### src/core/bec_pkg.sv
// Constants and carrier types for the bus-enable and clock-run control.
// Assumes an 8-bit register port and pins synchronised before use.
package bec_pkg;

  // Register offsets on the plain register port
  localparam logic [7:0] BEC_OFS_BUS_CFG = 8'h1B;
  localparam logic [7:0] BEC_OFS_TMR_CFG = 8'h0A;
  localparam logic [7:0] BEC_OFS_STATUS = 8'h3E;

  // Bus configuration field positions
  localparam int BEC_BUS_EXT_BIT = 0;
  localparam int BEC_BUS_EDGE_A_BIT = 1;
  localparam int BEC_BUS_TRACE_BIT = 3;
  localparam int BEC_BUS_EDGE_B_BIT = 4;
  localparam int BEC_BUS_EDGE_C_BIT = 5;
  localparam int BEC_BUS_IRQ_SEL_BIT = 6;
  localparam int BEC_BUS_EMU_BIT = 7;

  // Timer configuration one field positions
  localparam int BEC_TMR_CLK_SEL_BIT = 1;
  localparam int BEC_TMR_FOSC_EN_BIT = 2;

  // Reset values
  localparam logic [7:0] BEC_BUS_CFG_RST = 8'h00;
  localparam logic [7:0] BEC_BUS_CFG_EMU = 8'h89;
  localparam logic [7:0] BEC_TMR_CFG_RST = 8'h00;
  localparam logic [7:0] BEC_PORT3_RST = 8'hFF;
  localparam logic [2:0] BEC_IRQ_N_RST = 3'h7;

  // Pins that cross into the system clock domain
  typedef struct packed {
    logic [2:0] irq_n;
    logic [7:0] data;
    logic [15:0] addr;
    logic we_n;
    logic fast;
    logic slow;
    logic rst_n;
    logic bus_en;
  } bec_pin_s;

  localparam int BEC_PIN_W = $bits(bec_pin_s);

  // Whole state of the control block
  typedef struct packed {
    logic phase;
    logic rst_prev;
    logic bus_en_prev;
    logic [7:0] bus_cfg;
    logic [7:0] tmr_cfg;
    logic halted;
    logic stopped;
    logic pend_wait;
    logic pend_stop;
    logic dma;
    logic [7:0] rdata;
    logic run_pin;
    logic slow_ob;
    logic fast_ob;
    logic cpu_ready;
    logic cpu_reset;
    logic [15:0] addr_o;
    logic [15:0] addr_oe;
    logic [7:0] data_o;
    logic [7:0] data_oe;
    logic we_n_o;
    logic we_n_oe;
    logic dma_wr;
    logic dma_rd;
    logic [15:0] dma_addr;
    logic [7:0] dma_wdata;
    logic [7:0] p3_o;
    logic [2:0] irq_n;
    logic [2:0] edge_sel;
  } bec_state_s;

endpackage

### src/core/bec_pin_sync.sv
// Two-stage synchroniser for a vector of pin inputs.
// Assumes each bit is an independent level; no bus coherence.
`timescale 1ns/1ps
module bec_pin_sync #(
  parameter int W = 8
) (
  // Clock and reset
  input wire logic sys_clk_i,
  input wire logic resetn_i,
  // Pins in, synchronised out
  input wire logic [W-1:0] d_i,
  output logic [W-1:0] q_o
);

  logic [1:0][W-1:0] st_q;
  logic [1:0][W-1:0] st_d;

  // First stage feeds only the second
  always_comb begin
    st_d[0] = d_i;
    st_d[1] = st_q[0];
    if (!resetn_i) begin
      st_d = '0;
    end
  end

  always_ff @(posedge sys_clk_i) begin
    st_q <= st_d;
  end

  assign q_o = st_q[1];

endmodule

### src/core/bec_ctrl.sv
// Bus-enable direction, clock-run and clock-source control.
// Assumes the core, memories and port registers on sys_clk_i.
//
// Added by the designer: the strobed register port and the register addresses.
`timescale 1ns/1ps
module bec_ctrl (
  // Clock and reset
  input wire logic sys_clk_i,
  input wire logic resetn_i,
  // Register port
  input wire logic [7:0] reg_addr_i,
  input wire logic [7:0] reg_wdata_i,
  input wire logic reg_we_i,
  input wire logic reg_re_i,
  output logic [7:0] reg_rdata_o,
  // Pin inputs
  input wire logic bus_enable_in_i,
  input wire logic reset_n_pin_i,
  input wire logic slow_clock_in_i,
  input wire logic fast_clock_in_i,
  input wire logic write_enable_n_i,
  input wire logic [15:0] addr_pin_i,
  input wire logic [7:0] data_pin_i,
  input wire logic [2:0] irq_pin_n_i,
  // Pin outputs
  output logic write_enable_n_o,
  output logic write_enable_n_oe_o,
  output logic [15:0] addr_pin_o,
  output logic [15:0] addr_pin_oe_o,
  output logic [7:0] data_pin_o,
  output logic [7:0] data_pin_oe_o,
  output logic clock_request_out_o,
  output logic system_phase_clock_o,
  output logic slow_clock_osc_out_o,
  output logic fast_clock_osc_out_o,
  output logic fast_osc_en_o,
  output logic [7:0] port3_pin_o,
  // Core side
  input wire logic wait_for_interrupt_instr_i,
  input wire logic stop_instr_i,
  input wire logic opcode_fetch_flag_i,
  input wire logic irq_wake_i,
  input wire logic [15:0] cpu_addr_i,
  input wire logic [7:0] cpu_wdata_i,
  input wire logic cpu_we_i,
  input wire logic cpu_ext_i,
  input wire logic [7:0] int_bus_data_i,
  input wire logic [7:0] mem_rdata_i,
  output logic cpu_ready_o,
  output logic cpu_reset_o,
  // DMA into internal memory
  output logic dma_wr_o,
  output logic dma_rd_o,
  output logic [15:0] dma_addr_o,
  output logic [7:0] dma_wdata_o,
  // Port functions
  input wire logic [23:0] port_out_i,
  input wire logic [23:0] port_dir_i,
  input wire logic [7:0] port3_data_i,
  input wire logic [7:0] chip_select_n_i,
  input wire logic [7:0] chip_select_enable_i,
  output logic nonmaskable_irq_n_o,
  output logic level_irq_one_n_o,
  output logic level_irq_two_n_o,
  output logic [2:0] edge_irq_sel_o
);

  bec_pkg::bec_pin_s pin_s;
  bec_pkg::bec_state_s st_q;
  bec_pkg::bec_state_s nxt;
  logic rst_rise;
  logic sel_clk;
  logic ext_wr;
  logic trace;
  logic bus_sel;
  logic wake;
  logic ph_rise;
  logic ph_fall;
  logic [7:0] cs_sel;

  bec_pin_sync #(
    .W(bec_pkg::BEC_PIN_W)
  ) u_sync (
    .sys_clk_i(sys_clk_i),
    .resetn_i(resetn_i),
    .d_i({irq_pin_n_i, data_pin_i, addr_pin_i, write_enable_n_i,
          fast_clock_in_i, slow_clock_in_i, reset_n_pin_i,
          bus_enable_in_i}),
    .q_o(pin_s)
  );

  assign rst_rise = pin_s.rst_n & ~st_q.rst_prev;
  assign trace = st_q.bus_cfg[bec_pkg::BEC_BUS_TRACE_BIT];
  assign bus_sel = st_q.bus_cfg[bec_pkg::BEC_BUS_EXT_BIT] | trace |
                   st_q.bus_cfg[bec_pkg::BEC_BUS_EMU_BIT];
  assign ext_wr = cpu_we_i & cpu_ext_i;
  assign wake = irq_wake_i | rst_rise;
  // Clock source select
  // Fast input counts only while its oscillator is enabled
  assign sel_clk = st_q.tmr_cfg[bec_pkg::BEC_TMR_CLK_SEL_BIT] ?
                   (pin_s.fast & st_q.tmr_cfg[bec_pkg::BEC_TMR_FOSC_EN_BIT]) :
                   pin_s.slow;
  assign cs_sel = chip_select_enable_i |
                  {st_q.bus_cfg[bec_pkg::BEC_BUS_EMU_BIT], 7'h00};

  always_comb begin
    nxt = st_q;
    nxt.rst_prev = pin_s.rst_n;
    nxt.bus_en_prev = pin_s.bus_en;
    nxt.dma_wr = 1'b0;
    nxt.dma_rd = 1'b0;
    nxt.rdata = 8'h00;
    nxt.cpu_reset = ~pin_s.rst_n;
    nxt.slow_ob = ~pin_s.slow;
    nxt.fast_ob = ~pin_s.fast;

    // Register writes
    if (reg_we_i && reg_addr_i == bec_pkg::BEC_OFS_BUS_CFG) begin
      nxt.bus_cfg = reg_wdata_i;
    end
    if (reg_we_i && reg_addr_i == bec_pkg::BEC_OFS_TMR_CFG) begin
      nxt.tmr_cfg = reg_wdata_i;
    end
    if (!pin_s.rst_n) begin
      nxt.tmr_cfg = bec_pkg::BEC_TMR_CFG_RST;
    end
    if (rst_rise) begin
      nxt.bus_cfg = pin_s.bus_en ? bec_pkg::BEC_BUS_CFG_RST :
                                   bec_pkg::BEC_BUS_CFG_EMU;
    end

    // Register reads, data valid the next cycle only
    if (reg_re_i) begin
      case (reg_addr_i)
        bec_pkg::BEC_OFS_BUS_CFG: nxt.rdata = st_q.bus_cfg;
        bec_pkg::BEC_OFS_TMR_CFG: nxt.rdata = st_q.tmr_cfg;
        bec_pkg::BEC_OFS_STATUS: nxt.rdata = {4'h0, st_q.dma, st_q.stopped,
                                               st_q.halted, st_q.phase};
        default: nxt.rdata = 8'h00;
      endcase
    end

    // Wait request held until high phase
    if (wait_for_interrupt_instr_i) begin
      nxt.pend_wait = 1'b1;
    end
    if (stop_instr_i) begin
      nxt.pend_stop = 1'b1;
    end
    if (st_q.phase && (nxt.pend_wait || nxt.pend_stop)) begin
      nxt.halted = 1'b1;
      nxt.stopped = nxt.pend_stop;
      nxt.pend_wait = 1'b0;
      nxt.pend_stop = 1'b0;
    end
    // Wake restarts the clock
    // Wake beats a same-cycle entry: the interrupt is already there
    if (wake || !pin_s.rst_n) begin
      nxt.halted = 1'b0;
      nxt.stopped = 1'b0;
      nxt.pend_wait = 1'b0;
      nxt.pend_stop = 1'b0;
    end

    nxt.phase = nxt.stopped ? 1'b1 : sel_clk;
    ph_rise = nxt.phase & ~st_q.phase;
    ph_fall = st_q.phase & ~nxt.phase;

    // Fetch flag in low phase under trace
    // Run pin built without bus enable
    if (nxt.bus_cfg[bec_pkg::BEC_BUS_TRACE_BIT] && !nxt.phase) begin
      nxt.run_pin = opcode_fetch_flag_i;
    end else begin
      nxt.run_pin = ~nxt.halted;
    end

    // Bus enable falling in low phase
    if (st_q.bus_en_prev && !pin_s.bus_en && !st_q.phase) begin
      nxt.dma = 1'b1;
    end
    if (pin_s.bus_en) begin
      nxt.dma = 1'b0;
    end
    // Halted core or low bus enable stalls
    nxt.cpu_ready = pin_s.bus_en & ~nxt.halted & pin_s.rst_n;

    if (nxt.dma) begin
      nxt.dma_addr = pin_s.addr;
      nxt.dma_wdata = pin_s.data;
      nxt.dma_wr = ph_fall & ~pin_s.we_n;
      nxt.dma_rd = ph_rise & pin_s.we_n;
    end

    // Address and data pins
    nxt.data_o = cpu_wdata_i;
    nxt.data_oe = 8'h00;
    if (nxt.dma) begin
      nxt.addr_o = 16'h0000;
      nxt.addr_oe = 16'h0000;
      if (pin_s.we_n && nxt.phase) begin
        nxt.data_o = mem_rdata_i;
        nxt.data_oe = 8'hFF;
      end
    end else if (bus_sel) begin
      // Core owns the bus
      // Internal cycles show all ones unless traced
      nxt.addr_o = (cpu_ext_i || trace) ? cpu_addr_i : 16'hFFFF;
      nxt.addr_oe = 16'hFFFF;
      if (ext_wr && nxt.phase) begin
        nxt.data_oe = 8'hFF;
      end else if (trace && !cpu_ext_i && nxt.phase) begin
        nxt.data_o = int_bus_data_i;
        nxt.data_oe = 8'hFF;
      end
    end else begin
      // Port function when bus not selected
      nxt.addr_o = port_out_i[15:0];
      nxt.addr_oe = port_dir_i[15:0];
      nxt.data_o = port_out_i[23:16];
      nxt.data_oe = port_dir_i[23:16];
    end

    // Strobe low only for external writes
    nxt.we_n_o = ~ext_wr;
    // Strobe becomes an input during DMA
    nxt.we_n_oe = ~nxt.dma;

    for (int i = 0; i < 8; i++) begin
      nxt.p3_o[i] = cs_sel[i] ? chip_select_n_i[i] : port3_data_i[i];
    end
    nxt.irq_n = nxt.bus_cfg[bec_pkg::BEC_BUS_IRQ_SEL_BIT] ? pin_s.irq_n :
                bec_pkg::BEC_IRQ_N_RST;
    nxt.edge_sel = {nxt.bus_cfg[bec_pkg::BEC_BUS_EDGE_C_BIT],
                    nxt.bus_cfg[bec_pkg::BEC_BUS_EDGE_B_BIT],
                    nxt.bus_cfg[bec_pkg::BEC_BUS_EDGE_A_BIT]};

    if (!resetn_i) begin
      nxt = '0;
      nxt.bus_cfg = bec_pkg::BEC_BUS_CFG_RST;
      nxt.tmr_cfg = bec_pkg::BEC_TMR_CFG_RST;
      nxt.run_pin = 1'b1;
      nxt.cpu_reset = 1'b1;
      nxt.we_n_o = 1'b1;
      nxt.p3_o = bec_pkg::BEC_PORT3_RST;
      nxt.irq_n = bec_pkg::BEC_IRQ_N_RST;
    end
  end

  always_ff @(posedge sys_clk_i) begin
    st_q <= nxt;
  end

  assign reg_rdata_o = st_q.rdata;
  assign write_enable_n_o = st_q.we_n_o;
  assign write_enable_n_oe_o = st_q.we_n_oe;
  assign addr_pin_o = st_q.addr_o;
  assign addr_pin_oe_o = st_q.addr_oe;
  assign data_pin_o = st_q.data_o;
  assign data_pin_oe_o = st_q.data_oe;
  assign clock_request_out_o = st_q.run_pin;
  assign system_phase_clock_o = st_q.phase;
  assign slow_clock_osc_out_o = st_q.slow_ob;
  assign fast_clock_osc_out_o = st_q.fast_ob;
  assign fast_osc_en_o = st_q.tmr_cfg[bec_pkg::BEC_TMR_FOSC_EN_BIT];
  assign port3_pin_o = st_q.p3_o;
  assign cpu_ready_o = st_q.cpu_ready;
  assign cpu_reset_o = st_q.cpu_reset;
  assign dma_wr_o = st_q.dma_wr;
  assign dma_rd_o = st_q.dma_rd;
  assign dma_addr_o = st_q.dma_addr;
  assign dma_wdata_o = st_q.dma_wdata;
  assign nonmaskable_irq_n_o = st_q.irq_n[0];
  assign level_irq_one_n_o = st_q.irq_n[1];
  assign level_irq_two_n_o = st_q.irq_n[2];
  assign edge_irq_sel_o = st_q.edge_sel;
endmodule

### config.mk
export PLATFORM = sky130hd
export DESIGN_NAME = bec_ctrl
export DESIGN_NICKNAME = d
export VERILOG_FILES = /design/src/core/bec_pkg.sv /design/src/core/bec_pin_sync.sv /design/src/core/bec_ctrl.sv
export SDC_FILE = /design/constraint.sdc
export NUM_CORES = 1
export LEC_CHECK = 0
export BUFFER_PORTS_ARGS = -buffer_cell sky130_fd_sc_hd__buf_2
export CORE_MARGIN = 1.5
export CORE_UTILIZATION = 52
export CTS_CLUSTER_SIZE = 40
export DETAILED_ROUTE_END_ITERATION = 8
export PLACE_DENSITY_LB_ADDON = 0.05
export SLEW_MARGIN = 20
export SYNTH_ARGS = -nofsm -noshare
export SYNTH_HDL_FRONTEND = slang
export SYNTH_SLANG_ARGS = --single-unit
### constraint.sdc
create_clock -name sys_clk_i -period 4.4 [get_ports sys_clk_i]
set_input_delay 0.66 -clock sys_clk_i [delete_from_list [all_inputs] [get_ports sys_clk_i]]
set_output_delay 0.66 -clock sys_clk_i [all_outputs]
set_load 0.01 [all_outputs]
# [Word level (Yosys, flattened, before mapping)]
# Index checks and enable logic that the tools add are counted.
[classes] n_eq_ne=3 mux=28 bitwise=24 n_reduce_logical=25
[op_table] operator="$mux 16" n=4
[op_table] operator="$mux 48" n=1
[op_table] operator="$mux 8" n=5
[op_table] operator="$pmux 8 s3" n=1
[op_table] operator="$mux 1" n=15
[op_table] operator="$not 1->1" n=11
[op_table] operator="$logic_and 1x1->1" n=10
[op_table] operator="$and 1x1->1" n=9
[op_table] operator="$eq 8x4->1 const B" n=1
[op_table] operator="$eq 8x5->1 const B" n=1
[op_table] operator="$eq 8x6->1 const B" n=1
[op_table] operator="$mux 4" n=2
[op_table] operator="$or 8x8->8" n=1
[op_table] operator="$reduce_and 2->1" n=4
[op_table] operator="$logic_not 1->1" n=5
[op_table] operator="$logic_or 1x1->1" n=3
[op_table] operator="$or 1x1->1" n=3
[op_table] operator="$reduce_or 3->1" n=1
[op_table] operator="$reduce_bool 2->1" n=1
[op_table] operator="$reduce_or 2->1" n=1
[totals] reg_bits=191 inputBits=170 word_cells=112

# [Logic depth before layout (Yosys ltp)]
# Gate-level depths: netlist (run 1).
[depth] word_depth=11 mapped_depth=7 depth_no_buf=5

# [Hierarchy]
# A second synthesis (run 1) with hierarchy kept.
[hier_totals] hier_cells=790 area_unflattened_um2=7373.3
[by_module_without_submodules] mod="bec_ctrl" n_inst=1 cells_each=624 area_per_inst_um2=5341.4
[by_module_without_submodules] mod="bec_pin_sync" n_inst=1 cells_each=166 area_per_inst_um2=2031.9

# [Worst setup path before layout (run 1)]
# No wires, ideal clock.
[synth_timing] path_kind="input -> register" startpoint="input port reg_addr_i[6]" endpoint="register st_q (netlist bit level_irq_one_n_o)" setup_time_ns=0.127 arrival_ns=1.730 required_ns=4.273 path_slack_ns=2.543 path_stages=4 path_buffers=0 cell_sequence="and4bb_1 nand4_2 mux2i_1 or3_1"
[synth_between] elab_chain_cells=5
[synth_rtl] element="start: declaration" line="bec_ctrl.sv:11" text="input wire logic [7:0] reg_addr_i,"
[synth_rtl] element="$eq 8x5->1" line="bec_ctrl.sv:118" text="if (reg_we_i && reg_addr_i == bec_pkg::BEC_OFS_BUS_CFG) begin"
[synth_rtl] element="$logic_and 1x1->1" line="bec_ctrl.sv:118"
[synth_rtl] element="$mux 8" line="bec_ctrl.sv:118"
[synth_rtl] element="$mux 8" line="bec_ctrl.sv:127" text="if (rst_rise) begin"
[synth_rtl] element="$reduce_and 2->1 (no source line)"
[synth_rtl] element="end signal: assignment" line="bec_ctrl.sv:250" text="st_q <= nxt;"
[synth_rtl] element="end: declaration" line="bec_ctrl.sv:69" text="bec_pkg::bec_state_s st_q;"
# Every way passes these cells. The select of a mux whose other input is x is not followed.
# A chain may end at the register's enable or synchronous reset.

# [Worst setup path after layout (run 1)]
[layout_timing] startpoint="register st_q (netlist bit system_phase_clock_o)" endpoint="register st_q (netlist bit dma_rd_o)"
[layout_between] elab_chain_cells=6 elab_cells_between_ends=12 classes_between="5 x mux; 3 x bitwise; 4 x reduce/logical"
[layout_rtl] element="$logic_and 1x1->1" line="bec_ctrl.sv:150" text="if (st_q.phase && (nxt.pend_wait || nxt.pend_stop)) begin"
[layout_rtl] element="$mux 4" line="bec_ctrl.sv:150"
[layout_rtl] element="$mux 4" line="bec_ctrl.sv:158" text="if (wake || !pin_s.rst_n) begin"
[layout_rtl] element="$mux 1" line="bec_ctrl.sv:165" text="nxt.phase = nxt.stopped ? 1'b1 : sel_clk;"
[layout_rtl] element="$and 1x1->1" line="bec_ctrl.sv:166" text="ph_rise = nxt.phase & ~st_q.phase;"
[layout_rtl] element="$and 1x1->1" line="bec_ctrl.sv:191" text="nxt.dma_rd = ph_rise & pin_s.we_n;"
# Several ways; a longest one is shown, not always the timed one.

==> out/results.tsv, run 1 <==
stage	metric	value	unit
clock_tree	cts_sinks	188	
yosys	synthTopCellsByArea	dfxtp_1, buf_4, and2_1	
yosys	synth_edf_count	0	
global_route	grt_pass1_wl	26100	um
power_and_ir_drop	ir_drop	0.000269	V
global_route	grt_usage	23.6	%
final_layout	nets	1090	
placed_design	port_buffers	274	
yosys	ys_warn_count	0	
yosys	yosysMostFrequentCell	dfxtp_1	
global_route	grt_overflow	0	
yosys	yosysUniqueCellTypes	38	
timing	rsz0062_at_grt	no	
final_layout	instances_no_fill	1111	
yosys	synth_largest_area_cell	dfxtp_1	
global_route	grt_max_degree	60	
worst_setup_path	start_kind	flop	
yosys	synth_cells	751	
clock_tree	cts_tree	built	
route	drc	0	
timing	finClkSkew	0.00849	ns
timing	period_minus_slack	2.33	ns
min_path	hold_class	reg2reg	
yosys	synthArstFlopShare	0	%
timing	setup_viol_count_final	0	
worst_setup_path	crit_slowest_cell	o21a_1	
yosys	seq_area_frac_synth	53.5	%
global_route	grt_pass1_vias	5166	
floorplanning	num_rows	42	
timing	hold_viol	0	
yosys	synth_flop_cell	dfxtp_1	
power_and_ir_drop	leakage	3.94	nW
route	dr_total_vias	5510	
clock_tree	cts-root-buf	clkbuf_16	
floorplanning	start_util	53.1	%
clock_tree	clkSlewWorstSetupHoldPaths	0.06	ns
clock_tree	cts_resized	0	
yosys	syn_nets	921	
yosys	yosys-top-cells-count	dfxtp_1, buf_4, nor2_1	
floorplanning	dieArea	0.0142	mm2
clock_tree	post_cts_buffers	0	
worst_setup_path	crit_chain	nor2b_1, o21a_1, nand2_1, inv_1, and3_1	
clock_tree	cts_max_level	4	
worst_setup_path	crit_required	4.76	ns
route	routed_via_density	4.96	
worst_setup_path	slowest_delay	0.81	ns
worst_setup_path	critPathArrivalTime	2.69	ns
timing	max_freq	430	MHz
timing	worst_slew_pin_slew	1.11	ns
final_layout	fin_util	63.2	%
worst_setup_path	cp_max_fo	26	
final_layout	fillCellCount	1172	
final_layout	areaGrowthSynthToFinish	19.0	%
timing	fin_setup_tns	0	ns
power_and_ir_drop	p_per_area	429	mW/mm2
clock_tree	hold_buffers	0	
yosys	synth.cell_area	0.00703	mm2
timing	timing.slew.headroom	26.1	%
timing	post-route-period-util	52.9	%
yosys	synth_top_area_share	53.5	%
route	drt_iter0_markers	382	
route	first_pass_iters	5	
worst_setup_path	crit_type	reg2reg	
run	max_cap_viol_count	0	
worst_setup_path	end_kind	flop	
yosys	synth-seq-cells	188	
run_status	outcome	complete, no violations	
placed_design	place_congestion	0.860	
placed_design	placedCellCount	1077	
global_route	antenna_found_initial	2	
route	wl_per_cell	15.2	um
final_layout	drive_above_1_share	34.2	%
clock_tree	numCtsBuffers	17	
yosys	synth_area_per_cell	9.36	um2
floorplanning	chipHeight	119	um
floorplanning	die-width	119	um
route	ant_nets	0	
floorplanning	ios	275	
clock_tree	clk_latency	0.42	ns
timing	maxSlewViolCount	0	
placed_design	hpwl	12500	um
route	drt_wl_total	16900	um
clock_tree	clockBufferDepth	2	
floorplanning	core-area	0.0132	mm2
worst_setup_path	path_buf_inv	1	
worst_setup_path	cpLargestDelayFamily	simple AND/OR/NAND/NOR gates	
## final cells by class
cell class / instances / area, um2 / area share [%]
flip-flops and latches: 188 / 3760 / 45.0
multi-input cells: 428 / 2390 / 28.6
repair buffers: 279 / 1410 / 16.8
clock buffers: 18 / 429 / 5.13
well taps: 176 / 220 / 2.63
clock inverters: 14 / 123 / 1.47
inverters: 6 / 22.5 / 0.269
diodes: 2 / 5.00 / 0.0598
## cell families (layout without fill, tap and decap cells)
group	count (synthesis)	in the layout	synth area share, %
mux	31	31	4.41
buf+inv	135	317	12.5
other cells	0	2	0
flops	188	188	53.5
compound gates	99	99	9.06
simple gates	298	298	20.5
## report_power, final
group | switching, mW | internal (mW)
combinational | 0.197 | 0.156
clock | 0.639 | 0.782
sequential | 0.0265 | 1.79
total | 0.863 | 2.72
## registers in the layout, summed over array words and instances (netlist names), 8 cells and up
name,count
dma_addr_o,16
addr_pin_oe_o,16
port3_pin_o,8
addr_pin_o,16
dma_wdata_o,8
u_sync.st_q,32
st_q,22
data_pin_o,8
data_pin_oe_o,8
u_sync.q_o,32
reg_rdata_o,8
## cells in the final DEF (no fill, tap or decap), types with 2 or more instances in the layout
cell type / synthesis / layout
a21oi_1: 38 / 38
a22o_1: 4 / 4
a22oi_1: 8 / 8
and2_1: 67 / 67
and3_1: 6 / 6
buf_2: 11 / 274
buf_4: 93 / 5
clkbuf_16: 0 / 17
clkinv_2: 0 / 6
clkinv_4: 0 / 4
dfxtp_1: 188 / 188
diode_2: 0 / 2
inv_1: 6 / 6
mux2i_1: 31 / 31
nand2_1: 71 / 71
nand2b_1: 4 / 4
nand3_1: 4 / 4
nor2_1: 90 / 90
nor2b_1: 3 / 3
nor3_1: 35 / 34
o21a_1: 3 / 3
o21ai_0: 13 / 13
o21ai_1: 9 / 9
o21ai_4: 2 / 2
o31ai_1: 8 / 8
o32ai_1: 8 / 8
or3_1: 12 / 12
## path summary, 6_finish.rpt
| path | start | endpoint | slack (ns) | cells past startpoint |
|---|---|---|---|---|
| max | system_phase_clock_o | dma_rd_o | 2.07 | 5 |
| min | u_sync.q_o[30] | level_irq_one_n_o | 0.41 | 1 |
| max reg2reg | system_phase_clock_o | dma_rd_o | 2.07 | 5 |
| min reg2reg | u_sync.q_o[30] | level_irq_one_n_o | 0.41 | 1 |
## metrics by stage
| step | power (mW) | worst slack, ns | cell area, um2 | hold WS (ns) |
|---|---|---|---|---|
| 2_1_floorplan | 2.10 | 2.54 | 7030 | 0.379 |
| 3_3_place_gp | 2.19 | 2.10 | 7810 | 0.396 |
| 3_5_place_dp | 2.20 | 2.05 | 7810 | 0.407 |
| 4_1_cts | 3.61 | 2.04 | 8360 | 0.418 |
| 5_1_grt | 3.74 | 1.89 | 8370 | 0.423 |
| 6_report | 3.59 | 2.07 | 8370 | 0.415 |
## routing by layer
metal	wire length [um]	up-vias	GRT usage [%]
li1	-	2720	-
met1	6930	2532	28.5
met2	8360	226	40.5
met3	1190	32	5.36
met4	420	0	9.94
met5	0	-	0
No activity file was read; power rests on OpenSTA's default activity.
==> run 2: changes to the inputs <==
--- a/config.mk
+++ b/config.mk
@@ -7,7 +7,7 @@
 export LEC_CHECK = 0
 export BUFFER_PORTS_ARGS = -buffer_cell sky130_fd_sc_hd__buf_2
 export CORE_MARGIN = 1.5
-export CORE_UTILIZATION = 52
+export CORE_UTILIZATION = 44
 export CTS_CLUSTER_SIZE = 40
 export DETAILED_ROUTE_END_ITERATION = 8
 export PLACE_DENSITY_LB_ADDON = 0.05
==> constraint.sdc (replaced) <==
create_clock -name sys_clk_i -period 2 [get_ports sys_clk_i]
set_input_delay 0.3 -clock sys_clk_i [delete_from_list [all_inputs] [get_ports sys_clk_i]]
set_output_delay 0.3 -clock sys_clk_i [all_outputs]
set_load 0.01 [all_outputs]
==> out/results.tsv, run 2 (synthesis results as in run 1) <==
stage	metric	value	unit	change
timing	post-route-period-util	87.7	%	was 52.9%
worst_setup_path	cp_max_fo	11		was 26
clock_tree	clkSlewWorstSetupHoldPaths	0.06	ns	about the same
clock_tree	cts_tree	built		unchanged
global_route	grt_overflow	0		unchanged
placed_design	pre_cts_slack	-0.0497	ns	was 2.05 ns
route	first_pass_iters	5		unchanged
timing	max_freq	570	MHz	was 430 MHz
power_and_ir_drop	total_power	7.79	mW	was 3.59 mW
worst_setup_path	critPathArrivalTime	2.04	ns	was 2.69 ns
timing	finalHoldWorstSlack	0.0790	ns	was 0.415 ns
power_and_ir_drop	p_per_area	918	mW/mm2	was 429 mW/mm2
floorplanning	dieArea	0.0167	mm2	was 0.0142 mm2
timing	worst_slew_pin_slew	0.606	ns	was 1.11 ns
clock_tree	post_cts_buffers	0		unchanged
route	ant_nets	0		unchanged
final_layout	fin_area	0.00848	mm2	was 0.00837 mm2
worst_setup_path	ff2ff_path_depth	5		unchanged
final_layout	areaGrowthSynthToFinish	20.7	%	was 19.0%
worst_setup_path	crit_slowest_cell	dfxtp_1		was o21a_1
placed_design	place_congestion	0.786		was 0.860
floorplanning	core-area	0.0158	mm2	was 0.0132 mm2
route	routed-wl-met2	8730	um	was 8360 um
route	wl_per_cell	14.8	um	was 15.2 um
global_route	grt_pass1_wl	25900	um	was 26100 um
clock_tree	cts_sinks	188		unchanged
final_layout	final_common_cell	buf_2		unchanged
final_layout	layout_common_cells	buf_2, dfxtp_1, nor2_1		unchanged
placed_design	post_dp_cell_area	0.00795	mm2	was 0.00781 mm2
floorplanning	chipHeight	129	um	was 119 um
floorplanning	num_rows	46		was 42
worst_setup_path	crit_chain	o21a_1, a211oi_2, nand2_2, a31oi_4, a21oi_1		was nor2b_1, o21a_1, nand2_1, inv_1, and3_1
route	dr_total_vias	5519		was 5510
floorplanning	die-width	129	um	was 119 um
global_route	grt_pass1_vias	5196		was 5166
timing	timing.slew.headroom	59.6	%	was 26.1%
route	routed_via_density	4.77		was 4.96
route	highest_layer	met4		unchanged
timing	hold_viol	0		unchanged
final_layout	seqCellArea	0.00376	mm2	unchanged
worst_setup_path	crit_required	2.29	ns	was 4.76 ns
placed_design	port_buffers	274		unchanged
run	max_cap_viol_count	0		unchanged
floorplanning	ios	275		unchanged
final_layout	antennaDiodeCount	0		was 2
clock_tree	clk_latency	0.42	ns	about the same
final_layout	multiInputGateArea	0.00240	mm2	was 0.00239 mm2
floorplanning	start_util	44.6	%	was 53.1%
final_layout	nets	1100		was 1090
placed_design	hpwl	12600	um	was 12500 um
route	wl_met3	1190	um	about the same
timing	setup_viol_count_final	0		unchanged
clock_tree	cts-root-buf	clkbuf_16		unchanged
run_status	outcome	complete, no violations		unchanged
clock_tree	clockBufferDepth	2		unchanged
global_route	grt_max_degree	42		was 60
global_route	antenna_found_initial	0		was 2
timing	finClkSkew	0.0114	ns	was 0.00849 ns
final_layout	instances_no_fill	1157		was 1111
worst_setup_path	crit_type	reg2reg		unchanged
timing	rsz0062_at_grt	no		unchanged
placed_design	placedCellCount	1127		was 1077
final_layout	fillCellCount	1546		was 1172
route	drt_wl_total	17100	um	was 16900 um
route	drc	0		unchanged
route	drt_iter0_markers	219		was 382
final_layout	drive_above_1_share	34.9	%	was 34.2%
worst_setup_path	start_kind	flop		unchanged
timing	period_minus_slack	1.75	ns	was 2.33 ns
min_path	hold_class	in2reg		was reg2reg
timing	timing.final.ws_setup	0.247	ns	was 2.07 ns
worst_setup_path	slowest_delay	0.39	ns	was 0.81 ns
clock_tree	numCtsBuffers	17		unchanged
global_route	grt_usage	20.1	%	was 23.6%
route	drt-met1-wl	7010	um	was 6930 um
min_path	holdPathStages	2		was 1
timing	maxSlewViolCount	0		unchanged
clock_tree	cts_max_level	4		unchanged
power_and_ir_drop	leakage	3.97	nW	was 3.94 nW
worst_setup_path	end_kind	flop		unchanged
power_and_ir_drop	ir_drop	0.000541	V	was 0.000269 V
run 2: area by class of cell:
class	instances	area share (%)
timing repair buffer	289	17.6
multi-input combinational	428	28.3
clock inverter	10	0.811
inverter	6	0.265
sequential	188	44.4
tap	216	3.19
clock buffer	20	5.38
run 2: critical path, delay by kind of cell, from the launching register on:
| kind | cells | cell delay [ns] |
|---|---|---|
| compound gates | 4 | 0.96 |
| flops | 1 | 0.39 |
| simple gates | 1 | 0.27 |
run 2: through the flow:
stage               utilization, %  setup TNS [ns]
global route                  53.8               0
CTS                           53.7               0
detailed placement            50.4          -0.181
global placement              50.4               0
finish                        53.8               0
floorplan                        -               0
run 2: power by group:
group | total (mW) | switching, mW | internal [mW]
Combinational | 0.809 | 0.447 | 0.362
Sequential | 3.98 | 0.0488 | 3.93
Clock | 3.00 | 1.36 | 1.64
Total | 7.79 | 1.86 | 5.93
run 2: final timing paths:
kind,start,end,slack [ns]
worst min register to register,u_sync.q_o[2],slow_clock_osc_out_o,0.40
worst min-delay path,addr_pin_i[13],u_sync.st_q[18],0.08
worst max register to register,system_phase_clock_o,data_pin_oe_o[6],0.25
worst max-delay path,system_phase_clock_o,data_pin_oe_o[6],0.25
run 2: repair_timing:
action,in CTS,in global routing
resized for setup,0,2
endpoints found under the setup margin,0,9
hold buffers,0,0
run 2: metal layers:
metal | track usage, % | vias up
li1 | - | 2742
met1 | 23.7 | 2577
met2 | 35.3 | 188
met3 | 6.23 | 12
met4 | 5.68 | 0
met5 | 0 | -
==> run 3: changes to the inputs <==
--- a/config.mk
+++ b/config.mk
@@ -11,6 +11,7 @@
 export CTS_CLUSTER_SIZE = 40
 export DETAILED_ROUTE_END_ITERATION = 8
 export PLACE_DENSITY_LB_ADDON = 0.05
+export RECOVER_POWER = 100
 export SLEW_MARGIN = 20
 export SYNTH_ARGS = -nofsm -noshare
 export SYNTH_HDL_FRONTEND = slang
==> constraint.sdc (replaced) <==
create_clock -name sys_clk_i -period 2 [get_ports sys_clk_i]
set_input_delay 0.1 -clock sys_clk_i [delete_from_list [all_inputs] [get_ports sys_clk_i]]
set_output_delay 0.1 -clock sys_clk_i [all_outputs]
set_load 0.01 [all_outputs]
==> out/results.tsv, run 3 (synthesis results as in run 1) <==
stage	metric	value	unit	change
route	routed_via_density	4.70		was 4.77
timing	worst_slew_pin_slew	0.884	ns	was 0.606 ns
final_layout	final_common_cell	dfxtp_1		was buf_2
worst_setup_path	cp_max_fo	6		was 11
worst_setup_path	start_kind	flop		unchanged
worst_setup_path	crit_required	2.30	ns	was 2.29 ns
placed_design	port_buffers	274		unchanged
clock_tree	cts_max_level	4		unchanged
floorplanning	chipHeight	129	um	unchanged
placed_design	hpwl	12400	um	was 12600 um
power_and_ir_drop	p_per_area	837	mW/mm2	was 918 mW/mm2
timing	fin_setup_tns	0	ns	unchanged
global_route	antenna_found_initial	0		unchanged
run_status	outcome	complete, no violations		unchanged
route	ant_nets	0		unchanged
worst_setup_path	cpMostUsedCell	dlygate4sd3_1		
placed_design	placedCellCount	1127		unchanged
clock_tree	numCtsBuffers	17		unchanged
placed_design	place_congestion	0.745		was 0.786
timing	maxSlewViolCount	0		unchanged
worst_setup_path	end_kind	flop		unchanged
timing	finalHoldWorstSlack	0.0270	ns	was 0.0790 ns
worst_setup_path	crit_slowest_cell	dlygate4sd3_1		was dfxtp_1
clock_tree	cts_tree	built		unchanged
route	drc	0		unchanged
worst_setup_path	r2r_end	port3_pin_o[7]		was data_pin_oe_o[6]
route	dr_total_vias	6043		was 5519
floorplanning	start_util	44.6	%	unchanged
worst_setup_path	slowest_delay	0.56	ns	was 0.39 ns
min_path	hold_end	data_pin_o[7]		was u_sync.st_q[18]
global_route	grt_overflow	0		unchanged
clock_tree	cts-root-buf	clkbuf_16		unchanged
global_route	grt_usage	21.6	%	was 20.1%
floorplanning	core-area	0.0158	mm2	unchanged
final_layout	antennaDiodeCount	0		unchanged
power_and_ir_drop	leakage	4.11	nW	was 3.97 nW
floorplanning	dieArea	0.0167	mm2	unchanged
timing	timing.final.ws_setup	0.110	ns	was 0.247 ns
clock_tree	cts_sinks	188		unchanged
run	max_cap_viol_count	0		unchanged
global_route	grt_pass1_vias	5845		was 5196
min_path	holdPathStages	3		was 2
timing	setup_viol_count_final	0		unchanged
worst_setup_path	rrSetupSlack	0.11	ns	was 0.25 ns
global_route	grt_max_degree	47		was 42
clock_tree	clkSlewWorstSetupHoldPaths	0.06	ns	about the same
timing	period_minus_slack	1.89	ns	was 1.75 ns
route	wl_per_cell	14.6	um	was 14.8 um
worst_setup_path	crit_chain	buf_4, nor2_1, nand2_1, dlygate4sd3_1, nand3_1, dlygate4sd3_1		was o21a_1, a211oi_2, nand2_2, a31oi_4, a21oi_1
final_layout	instances_no_fill	1285		was 1157
final_layout	drive_above_1_share	20.3	%	was 34.9%
worst_setup_path	critPathArrivalTime	2.20	ns	was 2.04 ns
worst_setup_path	ff2ff_path_depth	6		was 5
route	first_pass_iters	4		was 5
timing	max_freq	529	MHz	was 570 MHz
placed_design	pre_cts_slack	0.0605	ns	was -0.0497 ns
timing	rsz0062_at_grt	no		unchanged
timing	post-route-period-util	94.5	%	was 87.7%
clock_tree	clockBufferDepth	2		unchanged
clock_tree	clk_latency	0.42	ns	about the same
final_layout	areaGrowthSynthToFinish	37.0	%	was 20.7%
route	drt_iter0_markers	168		was 219
final_layout	nets	1230		was 1100
final_layout	layout_common_cells	dfxtp_1, buf_2, dlygate4sd3_1		was buf_2, dfxtp_1, nor2_1
min_path	hold_start	cpu_wdata_i[7]		was addr_pin_i[13]
global_route	grt_pass1_wl	28000	um	was 25900 um
min_path	hold_class	in2reg		unchanged
route	drt_wl_total	18800	um	was 17100 um
floorplanning	die-width	129	um	unchanged
worst_setup_path	cpLargestDelayFamily	buffers and inverters		was compound AO/OA/AOI/OAI gates
worst_setup_path	regToRegStartpoint	st_q[123]		was system_phase_clock_o
worst_setup_path	path_buf_inv	3		was 0
timing	hold_viol	0		unchanged
timing	finClkSkew	0.00812	ns	was 0.0114 ns
floorplanning	num_rows	46		unchanged
timing	timing.slew.headroom	41.0	%	was 59.6%
floorplanning	ios	275		unchanged
power_and_ir_drop	ir_drop	0.000549	V	was 0.000541 V
worst_setup_path	crit_type	reg2reg		unchanged
run 3: how the worst max path moves through the flow:
stage                    startpoint                to  slack, ns  cells past startpoint
6_report                  st_q[123]    port3_pin_o[7]       0.11                      6
5_1_grt        system_phase_clock_o  data_pin_oe_o[0]       0.03                      6
4_1_cts               u_sync.q_o[1]  data_pin_oe_o[2]       0.05                      5
3_5_place_dp          u_sync.q_o[1]  data_pin_oe_o[2]       0.06                      5
3_3_place_gp          u_sync.q_o[1]  data_pin_oe_o[2]       0.15                      5
2_1_floorplan         u_sync.q_o[1]     data_pin_o[6]       0.51                      7
run 3: final cells by class:
cell class / count / area, um2
fill: 1434 / 6140
sequential: 188 / 3760
timing repair buffer: 419 / 2650
multi-input combinational: 428 / 2400
clock buffer: 22 / 464
tap: 216 / 270
clock inverter: 6 / 66.3
inverter: 6 / 22.5
run 3: worst min-delay path: stages:
cell     delay (ns)
buf_2          0.10
mux2i_1        0.07
o32ai_1        0.12
run 3: routing by layer:
metal / share of wire (%) / routed length (um) / GRT usage [%]
met4: 2.3 / 429 / 8.79
met5: 0 / 0 / 0
met3: 6.7 / 1270 / 4.91
met2: 51 / 9570 / 39.4
met1: 40 / 7550 / 24.2
run 3: repair_timing:
action,in CTS,in global routing
hold endpoints to repair,102,0
hold buffers,130,0
resized for setup,0,2
endpoints found under the setup margin,0,10
setup buffers,0,0
run 3: report_power, final:
| part | total, mW | internal, mW | leakage (nW) | switching [mW] |
|---|---|---|---|---|
| Combinational | 0.985 | 0.494 | 2.31 | 0.490 |
| Sequential | 3.98 | 3.93 | 1.55 | 0.0534 |
| Clock | 3.09 | 1.76 | 0.250 | 1.34 |
run 3: through the flow:
| step | utilization [%] | total power [mW] | instance area (um2) |
|---|---|---|---|
| after floorplan | - | 4.61 | 7030 |
| after global placement | 50.4 | 4.85 | 7950 |
| after detailed placement | 50.4 | 4.87 | 7950 |
| after CTS | 62.0 | 8.16 | 9780 |
| after global routing | 61.1 | 8.39 | 9630 |
| final | 61.1 | 8.06 | 9630 |
